===== src/verilog/crh_params.svh =====
// constants for the core reset, boot hold and interrupt pin block
`ifndef CRH_PARAMS_SVH
`define CRH_PARAMS_SVH

// processor count and per-processor vector top index
`define CRH_NUM_CORES        2
`define CRH_CORE_TOP         (`CRH_NUM_CORES - 1)

// shared distributor lines: 0 or 32..480 in steps of 32
`define CRH_SHARED_STEP      32
`define CRH_SHARED_MAX       480
`define CRH_SHARED_DEFAULT   32

// tightly coupled memory preload window per core
`define CRH_TCM_DEPTH        16
`define CRH_TCM_AW           4
`define CRH_TCM_DW           32
`define CRH_TCM_RESET_WORD   32'h0000_0000

// fetch address after reset or hold release
`define CRH_ADDR_W           32
`define CRH_RESET_VECTOR     32'h0000_0000
`define CRH_FETCH_STEP       32'h0000_0004

// watchdog timeout, time in microseconds and clock rate
`define CRH_CLK_MHZ          25
`define CRH_WDOG_TIMEOUT_US  100
`define CRH_WDOG_CYCLES      (`CRH_WDOG_TIMEOUT_US * `CRH_CLK_MHZ)
`define CRH_WDOG_CW          12

// synchroniser depth and reset value of an idle active-low pin
`define CRH_SYNC_STAGES      2
`define CRH_PIN_IDLE         1'b1

`endif


===== src/verilog/crh_pkg.sv =====
// types for the core reset, boot hold and interrupt pin block
`include "crh_params.svh"

package crh_pkg;

  typedef enum logic [1:0] {
    CRH_ST_RESET = 2'b00,
    CRH_ST_HELD  = 2'b01,
    CRH_ST_RUN   = 2'b10
  } crh_core_state_t;

  typedef struct packed {
    logic [`CRH_CORE_TOP:0] core_n;
    logic [`CRH_CORE_TOP:0] hold_n;
    logic [`CRH_CORE_TOP:0] debug_n;
    logic [`CRH_CORE_TOP:0] wdog_n;
    logic                   timer_intc_n;
    logic                   snoop_n;
    logic                   cross_trig_n;
    logic                   trace0_n;
    logic                   trace1_n;
  } crh_reset_pins_t;

  typedef struct packed {
    logic [`CRH_CORE_TOP:0] core_n;
    logic [`CRH_CORE_TOP:0] debug_n;
    logic [`CRH_CORE_TOP:0] wdog_n;
    logic                   timer_intc_n;
    logic                   snoop_n;
    logic                   cross_trig_n;
    logic                   trace0_n;
    logic                   trace1_n;
  } crh_domain_resets_t;

  typedef struct packed {
    logic                   valid;
    logic [`CRH_TCM_AW-1:0] addr;
    logic [`CRH_TCM_DW-1:0] data;
  } crh_tcm_write_t;

endpackage


===== src/verilog/crh_top.sv =====
// reset sequencing, boot hold, watchdog and interrupt forwarding of the cluster
`timescale 1ns/1ps
`include "crh_params.svh"

module crh_top #(
  parameter int SHARED_LINES = `CRH_SHARED_DEFAULT
) (
  input  wire logic                                     ref_clk,
  input  wire logic                                     rst,
  input  wire crh_pkg::crh_reset_pins_t                 reset_pins_n,
  input  wire logic [`CRH_CORE_TOP:0]                   fast_irq_req_in_n,
  input  wire logic [`CRH_CORE_TOP:0]                   normal_irq_req_in_n,
  input  wire logic [((SHARED_LINES > 0) ? SHARED_LINES : 1)-1:0] shared_irq_lines,
  input  wire crh_pkg::crh_tcm_write_t [`CRH_CORE_TOP:0] tcm_load,
  input  wire logic [`CRH_CORE_TOP:0]                   core_fetch_ack,
  input  wire logic [`CRH_CORE_TOP:0]                   wdog_kick,
  output crh_pkg::crh_domain_resets_t                   domain_reset_n_out,
  output logic [`CRH_CORE_TOP:0]                        core_fetch_valid_out,
  output logic [`CRH_CORE_TOP:0][`CRH_ADDR_W-1:0]        core_fetch_addr_out,
  output logic [`CRH_CORE_TOP:0][`CRH_TCM_DW-1:0]        core_fetch_data_out,
  output logic [`CRH_CORE_TOP:0]                        core_held_out,
  output logic [`CRH_CORE_TOP:0]                        tcm_load_refused_out,
  output logic [`CRH_CORE_TOP:0]                        watchdog_reset_request_out,
  output logic [`CRH_CORE_TOP:0]                        fast_irq_forward_out_n,
  output logic [`CRH_CORE_TOP:0]                        normal_irq_forward_out_n
);

  localparam int NC       = `CRH_NUM_CORES;
  localparam int SW       = (SHARED_LINES > 0) ? SHARED_LINES : 1;
  localparam int PIN_W    = $bits(crh_pkg::crh_reset_pins_t);
  localparam bit SHARED_OK = (SHARED_LINES % `CRH_SHARED_STEP == 0) && (SHARED_LINES <= `CRH_SHARED_MAX);
  localparam logic [`CRH_WDOG_CW-1:0] WDOG_LIMIT = `CRH_WDOG_CW'(`CRH_WDOG_CYCLES - 1);

  crh_pkg::crh_reset_pins_t rp_s;
  logic [NC-1:0]            fiq_s;
  logic [NC-1:0]            irq_s;
  logic [SW-1:0]            shr_s;

  crh_pkg::crh_core_state_t         state_r   [NC];
  crh_pkg::crh_core_state_t         state_nxt [NC];
  logic [`CRH_WDOG_CW-1:0]          wdog_cnt_r [NC];
  logic [NC-1:0]                    held_r;
  logic [NC-1:0][`CRH_TCM_AW-1:0]   tcm_rd_addr;

  // shared lines are spread over the cores by index modulo core count
  function automatic logic shared_for_core(input logic [SW-1:0] lines, input int core);
    logic hit;
    hit = 1'b0;
    for (int k = 0; k < SW; k++) begin
      if ((k % NC) == core) begin
        hit = hit | lines[k];
      end
    end
    return hit;
  endfunction

  // every pin passes two flops before use
  crh_sync #(.W(PIN_W)) u_rst_sync (
    .ref_clk  (ref_clk),
    .rst      (rst),
    .pin_in   (reset_pins_n),
    .sync_out (rp_s)
  );

  crh_sync #(.W(2 * NC)) u_irq_sync (
    .ref_clk  (ref_clk),
    .rst      (rst),
    .pin_in   ({fast_irq_req_in_n, normal_irq_req_in_n}),
    .sync_out ({fiq_s, irq_s})
  );

  // shared lines are active high, idle value of a sync stage is unused
  logic [SW-1:0] shr_meta_r;
  always_ff @(posedge ref_clk or posedge rst) begin
    if (rst) begin
      shr_meta_r <= '0;
      shr_s      <= '0;
    end else begin
      shr_meta_r <= SHARED_OK ? shared_irq_lines : '0;
      shr_s      <= shr_meta_r;
    end
  end

  // domain resets fan out separately, held while the pin reads 0
  always_ff @(posedge ref_clk or posedge rst) begin
    if (rst) begin
      domain_reset_n_out <= '0;
    end else begin
      domain_reset_n_out.core_n       <= rp_s.core_n;
      domain_reset_n_out.debug_n      <= rp_s.debug_n;
      domain_reset_n_out.wdog_n       <= rp_s.wdog_n;
      domain_reset_n_out.timer_intc_n <= rp_s.timer_intc_n;
      domain_reset_n_out.snoop_n      <= rp_s.snoop_n;
      domain_reset_n_out.cross_trig_n <= rp_s.cross_trig_n;
      domain_reset_n_out.trace0_n     <= rp_s.trace0_n;
      domain_reset_n_out.trace1_n     <= rp_s.trace1_n;
    end
  end

  // per-core boot sequence
  always_comb begin
    for (int c = 0; c < NC; c++) begin
      state_nxt[c] = state_r[c];
      case (state_r[c])
        crh_pkg::CRH_ST_RESET: begin
          if (rp_s.core_n[c]) begin
            state_nxt[c] = rp_s.hold_n[c] ? crh_pkg::CRH_ST_RUN : crh_pkg::CRH_ST_HELD;
          end
        end
        crh_pkg::CRH_ST_HELD: begin
          if (rp_s.hold_n[c]) begin
            state_nxt[c] = crh_pkg::CRH_ST_RUN;
          end
        end
        crh_pkg::CRH_ST_RUN: begin
          state_nxt[c] = crh_pkg::CRH_ST_RUN;
        end
        default: begin
          state_nxt[c] = crh_pkg::CRH_ST_RESET;
        end
      endcase
      if (!rp_s.core_n[c]) begin
        state_nxt[c] = crh_pkg::CRH_ST_RESET;
      end
    end
  end

  always_ff @(posedge ref_clk or posedge rst) begin
    if (rst) begin
      for (int c = 0; c < NC; c++) begin
        state_r[c] <= crh_pkg::CRH_ST_RESET;
      end
    end else begin
      for (int c = 0; c < NC; c++) begin
        state_r[c] <= state_nxt[c];
      end
    end
  end

  // held indication and preload permission
  always_ff @(posedge ref_clk or posedge rst) begin
    if (rst) begin
      held_r        <= '0;
      core_held_out <= '0;
    end else begin
      for (int c = 0; c < NC; c++) begin
        held_r[c]        <= (state_nxt[c] == crh_pkg::CRH_ST_HELD);
        core_held_out[c] <= (state_nxt[c] == crh_pkg::CRH_ST_HELD);
      end
    end
  end

  // fetch stream, no fetch outside run
  always_ff @(posedge ref_clk or posedge rst) begin
    if (rst) begin
      core_fetch_valid_out <= '0;
      core_fetch_addr_out  <= '0;
    end else begin
      for (int c = 0; c < NC; c++) begin
        if (state_nxt[c] != crh_pkg::CRH_ST_RUN) begin
          core_fetch_valid_out[c] <= 1'b0;
          core_fetch_addr_out[c]  <= `CRH_RESET_VECTOR;
        end else begin
          core_fetch_valid_out[c] <= 1'b1;
          if (core_fetch_valid_out[c] && core_fetch_ack[c]) begin
            core_fetch_addr_out[c] <= core_fetch_addr_out[c] + `CRH_FETCH_STEP;
          end
        end
      end
    end
  end

  // memory per core, read follows the next fetch address
  for (genvar g = 0; g < NC; g++) begin : g_tcm
    always_comb begin
      if (core_fetch_valid_out[g] && core_fetch_ack[g]) begin
        tcm_rd_addr[g] = core_fetch_addr_out[g][`CRH_TCM_AW+1:2] + `CRH_TCM_AW'(1);
      end else if (state_nxt[g] != crh_pkg::CRH_ST_RUN) begin
        tcm_rd_addr[g] = `CRH_TCM_AW'(`CRH_RESET_VECTOR >> 2);
      end else begin
        tcm_rd_addr[g] = core_fetch_addr_out[g][`CRH_TCM_AW+1:2];
      end
    end

    crh_tcm u_tcm (
      .ref_clk      (ref_clk),
      .rst          (rst),
      .load_allow   (held_r[g]),
      .load_wr      (tcm_load[g]),
      .rd_addr      (tcm_rd_addr[g]),
      .rd_data      (core_fetch_data_out[g]),
      .load_refused (tcm_load_refused_out[g])
    );
  end

  // watchdog per core, request stands until its reset domain is asserted
  always_ff @(posedge ref_clk or posedge rst) begin
    if (rst) begin
      for (int c = 0; c < NC; c++) begin
        wdog_cnt_r[c] <= '0;
      end
      watchdog_reset_request_out <= '0;
    end else begin
      for (int c = 0; c < NC; c++) begin
        if (!rp_s.wdog_n[c]) begin
          wdog_cnt_r[c]                 <= '0;
          watchdog_reset_request_out[c] <= 1'b0;
        end else if (state_r[c] != crh_pkg::CRH_ST_RUN || wdog_kick[c]) begin
          wdog_cnt_r[c] <= '0;
        end else if (wdog_cnt_r[c] == WDOG_LIMIT) begin
          watchdog_reset_request_out[c] <= 1'b1;
        end else begin
          wdog_cnt_r[c] <= wdog_cnt_r[c] + `CRH_WDOG_CW'(1);
        end
      end
    end
  end

  // fast forwards follow the request level each cycle, normal forwards follow the request or, while timer_intc_n reads 1, the core's shared lines
  always_ff @(posedge ref_clk or posedge rst) begin
    if (rst) begin
      fast_irq_forward_out_n   <= '1;
      normal_irq_forward_out_n <= '1;
    end else begin
      for (int c = 0; c < NC; c++) begin
        fast_irq_forward_out_n[c] <= fiq_s[c];
        normal_irq_forward_out_n[c] <=
          !((!irq_s[c]) ||
            (SHARED_LINES > 0 && rp_s.timer_intc_n && shared_for_core(shr_s, c)));
      end
    end
  end

endmodule


===== src/verilog/crh_sync.sv =====
// two-stage synchroniser for a vector of pin inputs
`timescale 1ns/1ps
`include "crh_params.svh"

module crh_sync #(
  parameter int W = 1
) (
  input  wire logic         ref_clk,
  input  wire logic         rst,
  input  wire logic [W-1:0] pin_in,
  output logic      [W-1:0] sync_out
);

  logic [W-1:0] meta_r;

  // idle level of every active-low pin is high
  always_ff @(posedge ref_clk or posedge rst) begin
    if (rst) begin
      meta_r   <= {W{`CRH_PIN_IDLE}};
      sync_out <= {W{`CRH_PIN_IDLE}};
    end else begin
      meta_r   <= pin_in;
      sync_out <= meta_r;
    end
  end

endmodule


===== src/verilog/crh_tcm.sv =====
// tightly coupled memory of one core with preload write and fetch read
`timescale 1ns/1ps
`include "crh_params.svh"

module crh_tcm (
  input  wire logic                    ref_clk,
  input  wire logic                    rst,
  input  wire logic                    load_allow,
  input  wire crh_pkg::crh_tcm_write_t load_wr,
  input  wire logic [`CRH_TCM_AW-1:0]  rd_addr,
  output logic      [`CRH_TCM_DW-1:0]  rd_data,
  output logic                         load_refused
);

  logic [`CRH_TCM_DW-1:0] mem_r [`CRH_TCM_DEPTH];

  // preload only accepted while the core is held
  always_ff @(posedge ref_clk) begin
    if (load_wr.valid && load_allow) begin
      mem_r[load_wr.addr] <= load_wr.data;
    end
  end

  always_ff @(posedge ref_clk or posedge rst) begin
    if (rst) begin
      rd_data <= `CRH_TCM_RESET_WORD;
    end else begin
      rd_data <= mem_r[rd_addr];
    end
  end

  always_ff @(posedge ref_clk or posedge rst) begin
    if (rst) begin
      load_refused <= 1'b0;
    end else begin
      load_refused <= load_wr.valid && !load_allow;
    end
  end

endmodule


===== config.mk =====
export PLATFORM = sky130hd
export DESIGN_NAME = crh_top
export DESIGN_NICKNAME = d
export VERILOG_FILES = /design/src/verilog/crh_pkg.sv /design/src/verilog/crh_top.sv /design/src/verilog/crh_sync.sv /design/src/verilog/crh_tcm.sv
export VERILOG_INCLUDE_DIRS = /design/src /design/src/verilog
export SDC_FILE = /design/constraint.sdc
export NUM_CORES = 2
export LEC_CHECK = 0
export ABC_AREA = 1
export BUFFER_PORTS_ARGS = -buffer_cell sky130_fd_sc_hd__buf_2
export CAP_MARGIN = 25
export CELL_PAD_IN_SITES_DETAIL_PLACEMENT = 0
export CELL_PAD_IN_SITES_GLOBAL_PLACEMENT = 1
export CORE_AREA = 2 2 336 421
export CTS_CLUSTER_DIAMETER = 80
export DETAILED_ROUTE_END_ITERATION = 7
export DIE_AREA = 0 0 338 423
export HOLD_SLACK_MARGIN = 0.03
export PLACE_DENSITY_LB_ADDON = 0.25
export SLEW_MARGIN = 20
export SYNTH_ARGS = -nofsm -noshare
export SYNTH_HDL_FRONTEND = slang
export SYNTH_SLANG_ARGS = --single-unit

===== constraint.sdc =====
create_clock -name ref_clk -period 15.8 [get_ports ref_clk]
set_input_delay 1.58 -clock ref_clk [delete_from_list [all_inputs] [get_ports ref_clk]]
set_output_delay 1.58 -clock ref_clk [all_outputs]
set_load 0.02 [all_outputs]

==> run summary <==
For the worst setup path, the data arrival time is 5.43 ns. The number of standard-cell rows in the floorplan came out at 153. The register area share after synthesis came out at 0.682.

The average wire length per cell after detail routing came out at 21.2 µm. The worst setup path is launched from an input pin. The post-detailed-placement half-perimeter wirelength came out at 82.2 mm. The count of endpoints failing setup in the final report is 0.

Yosys mapped the design onto 39 distinct sky130hd cell types. The share of synthesized flip-flops with an asynchronous set or reset is 0.210. Fill cells in the final layout number 12900. The peak fanout along the critical path is 90.

Measured along the y axis, the die boundary spans 423 µm. Traced cell by cell, the critical path runs through buf_2 -> nand2_2 -> or2_4 -> buf_12 -> nand2_8 -> buf_4 -> buf_4 -> nand2_1 -> nand3_1 -> nand3_1 -> nand3_1 -> nand2_1. The deepest level of the CTS H-tree is 4. The tightest min-delay check is of the reg -> reg type. The via count of the first global-routing pass is 35700. The first-pass GRT wire length is 232 mm. The minimum clock period came out at 4.76 ns.

The critical path's slowest cell is sky130_fd_sc_hd__buf_4. The leakage power summed over all cells is 26.4 nW. The combined area of all synthesized cells is 55200 µm².

The main flop type after synthesis is sky130_fd_sc_hd__edfxtp_1. In this run the number of cells on the critical path is 12. The initial utilization of the core area, before any placement, comes to 0.398. The total overflow left after global routing is 0. The residual DRC count came out at 0. The critical path in this run is classified as in -> reg. The floorplan die area came out at 143000 µm². After synthesis the netlist holds a flip-flop and latch count of 1297. The post-synthesis average cell area is 10.7 µm². The layout net count came out at 5531. The detailed router finished its first iteration with 3027 violations. Routability-driven placement finished with a final weighted congestion of 0.789. The relative slew slack is 0.283. Counting the buffers created by CTS gives 142. Across the routed clock network, the largest skew measured is 0.0215 ns.

The total iterations of the first detailed-routing run came out at 5. The post-CTS clock slew at the launch and capture registers of the worst setup and hold paths is 0.06 ns. In this run the worst setup path terminates at g_tcm[1].u_tcm.rd_data[11]. Broken down by cell family, the worst path's largest delay share belongs to buffers and inverters.

After routing, the total negative slack on setup checks comes to 0 ns. Setup repair after global routing left no endpoint under its margin. The root cell of the clock tree is sky130_fd_sc_hd__clkbuf_16. The worst setup path is captured at a flip-flop. The run finished with clean final reports.

In this run the critical register-to-register path is launched from u_rst_sync.sync_out[12]. The top-level I/O count is 280. The upper clock frequency limit came out at 0.210 GHz.

The count of nets left with antenna violations once routing finished came out at 0. The cell depth of the worst hold path is 0. The final layout contains routed wiring with a total length of 157 mm. The synthesis warning total came out at 0. The total number of vias came out at 37100.

The buffers plus inverters on the worst setup path is 4. The number of port buffers came out at 275. The overall power of the completed layout is 0.00742 W. The most frequent cell on the critical path is sky130_fd_sc_hd__nand3_1. The clock net sink count is 1297. The hold-fix buffer count after cts is 0.

The layout cell share with drive strength beyond 1 came out at 0.120. Using the TritonRoute via totals, the vias-per-cell ratio works out to 5.03. The end of the worst register-to-register path is g_tcm[1].u_tcm.rd_data[11]. The overall fraction of global-route tracks in use came out at 0.219. The power density over the cells came out at 118 nW/µm². The count of endpoints failing hold in the final timing report came out at 0. Post-CTS timing repair inserted 0 buffers for setup. The slew of the pin with the lowest slew margin is 1.08 ns. The synthesized netlist cell count is 5172. The maximum buffer depth of the clock tree is 3. The tool flagged a number of max-cap violations equal to 0.

The total count of max-transition violations in the final report is 0. The depth of the worst register-to-register path is 11. The CTS tree is built. The number of antenna violations at the first check in global routing is 24.

The critical path starts at core_fetch_ack[1]. Data on the critical path is required at its endpoint by 16.47 ns. The number of synthesized flops with an enable pin is 1024. On the worst path, the slowest cell contributes a delay of 0.87 ns. The relative area change from synthesis to final layout came out at 14.1%.

Across all register-to-register paths, the minimum setup slack is 11.11 ns. The die is 338 µm wide. The clock reaches the later pin of the worst-skew pair after 0.78 ns. Entering global routing, the biggest net connects 143 pins.

The ratio of final minimum period to clock period is 0.301. The number of instances resized during post-cts repair is 0. The peak ir drop on the vdd network came out at 0.000109 V. The core outline area is 139000 µm².
-- power by group --
part / internal [W] / leakage, nW / switching, W / total (W)
sequential: 0.00374 / 12.6 / 0.0000268 / 0.00377
combinational: 0.000111 / 11.6 / 0.000317 / 0.000428
clock: 0.00186 / 2.19 / 0.00137 / 0.00322
-- worst register-to-register path: cells and delay by family (launching register included) --
kind / cells / cell delay (ns)
and+or+nand+nor: 9 / 2.40
buffers and inverters: 2 / 1.60
DFF: 1 / 0.59
-- area by class of cell --
type                       count  area [µm²]  area share
antenna                        8        20.0    0.000318
clock buffer                 203        3970      0.0630
clock inverter                57         531     0.00842
inverter                    1010        3800      0.0603
multi-input combinational   2594       12700       0.201
sequential                  1297       37600       0.597
tap                         1860        2330      0.0370
timing repair buffer         353        2020      0.0320
-- routing by layer --
metal  vias to the layer above  track usage  routed length [µm]
met2                      1060        0.375               78000
met5                         -            0                 133
met4                        20       0.0661                3850
met3                       246       0.0393                9450
li1                      17600            -                   -
met1                     18200        0.282               65400
-- how the worst min path moves through the flow --
stage	start	end	slack (ns)
6_report	shr_meta_r[25]	shr_s[25]	0.34
5_1_grt	shr_meta_r[30]	shr_s[30]	0.35
4_1_cts	shr_meta_r[25]	shr_s[25]	0.34
3_5_place_dp	shr_meta_r[3]	shr_s[3]	0.33
3_3_place_gp	shr_meta_r[19]	shr_s[19]	0.33
2_1_floorplan	shr_meta_r[0]	shr_s[0]	0.33
-- synthesized netlist by cell type (all sizes together), types with 38 or more instances --
master,count,share of area
nor3,50,0.0045
nand2,821,0.056
o21ai,39,0.0035
buf,229,0.023
inv,1010,0.069
a21oi,38,0.0034
dfrtp,235,0.11
dfstp,38,0.018
nand3b,129,0.018
edfxtp,1024,0.56
nor2,151,0.011
nand3,1280,0.12
clkbuf,45,0.0031
-- layout by cell type, fill, tap and decap left out, types with 6 or more instances in the layout --
cell and count:
sky130_fd_sc_hd__inv_2 6, sky130_fd_sc_hd__nor4_1 13, sky130_fd_sc_hd__xor2_1 6, sky130_fd_sc_hd__o21ai_0 34, sky130_fd_sc_hd__nor2_2 7, sky130_fd_sc_hd__dfrtp_1 235, sky130_fd_sc_hd__clkbuf_1 47, sky130_fd_sc_hd__clkinv_2 17
sky130_fd_sc_hd__clkbuf_8 10, sky130_fd_sc_hd__nor3_1 42, sky130_fd_sc_hd__edfxtp_1 1024, sky130_fd_sc_hd__buf_2 275, sky130_fd_sc_hd__nor2_4 26, sky130_fd_sc_hd__dfstp_2 38, sky130_fd_sc_hd__diode_2 8, sky130_fd_sc_hd__inv_1 1003
sky130_fd_sc_hd__nand2_2 8, sky130_fd_sc_hd__inv_6 7, sky130_fd_sc_hd__nor2_1 118, sky130_fd_sc_hd__clkinv_1 17, sky130_fd_sc_hd__nor3b_1 6, sky130_fd_sc_hd__a21oi_1 38, sky130_fd_sc_hd__buf_4 74, sky130_fd_sc_hd__clkbuf_16 146
sky130_fd_sc_hd__nor3_2 8, sky130_fd_sc_hd__bufinv_16 6, sky130_fd_sc_hd__nand3b_1 129, sky130_fd_sc_hd__nand4_1 33, sky130_fd_sc_hd__nand2_1 807, sky130_fd_sc_hd__nand3_1 1277
-- registers in the layout (all words and copies together), names as in the netlist, 11 cells and up --
name and flops:
shr_s 32, domain_reset_n_out 11, u_rst_sync.meta_r 13, core_fetch_addr_out 60, wdog_cnt_r 24, g_tcm.u_tcm.mem_r 1024, shr_meta_r 32, g_tcm.u_tcm.rd_data 64
u_rst_sync.sync_out 13
-- through the flow --
| stage | util | worst slack (ns) | instances | hold slack, ns | cell area, µm² |
|---|---|---|---|---|---|
| 2_1_floorplan | - | 6.76 | 5175 | 0.331 | 55200 |
| 3_3_place_gp | 0.421 | 10.16 | 7110 | 0.332 | 58400 |
| 3_5_place_dp | 0.421 | 10.20 | 7111 | 0.335 | 58400 |
| 4_1_cts | 0.453 | 10.99 | 7371 | 0.345 | 62900 |
| 5_1_grt | 0.454 | 10.72 | 7377 | 0.348 | 63000 |
| 6_report | 0.454 | 11.04 | 7382 | 0.343 | 63000 |
-- cells by family after synthesis --
family | synth area share
fa+ha+maj | 0.000907
simple gates | 0.212
compound gates | 0.00918
buf+inv | 0.0947
xor+xnor | 0.000952
flops | 0.682
other cells | 0.0000680
Power figures use the tool's default switching activity.
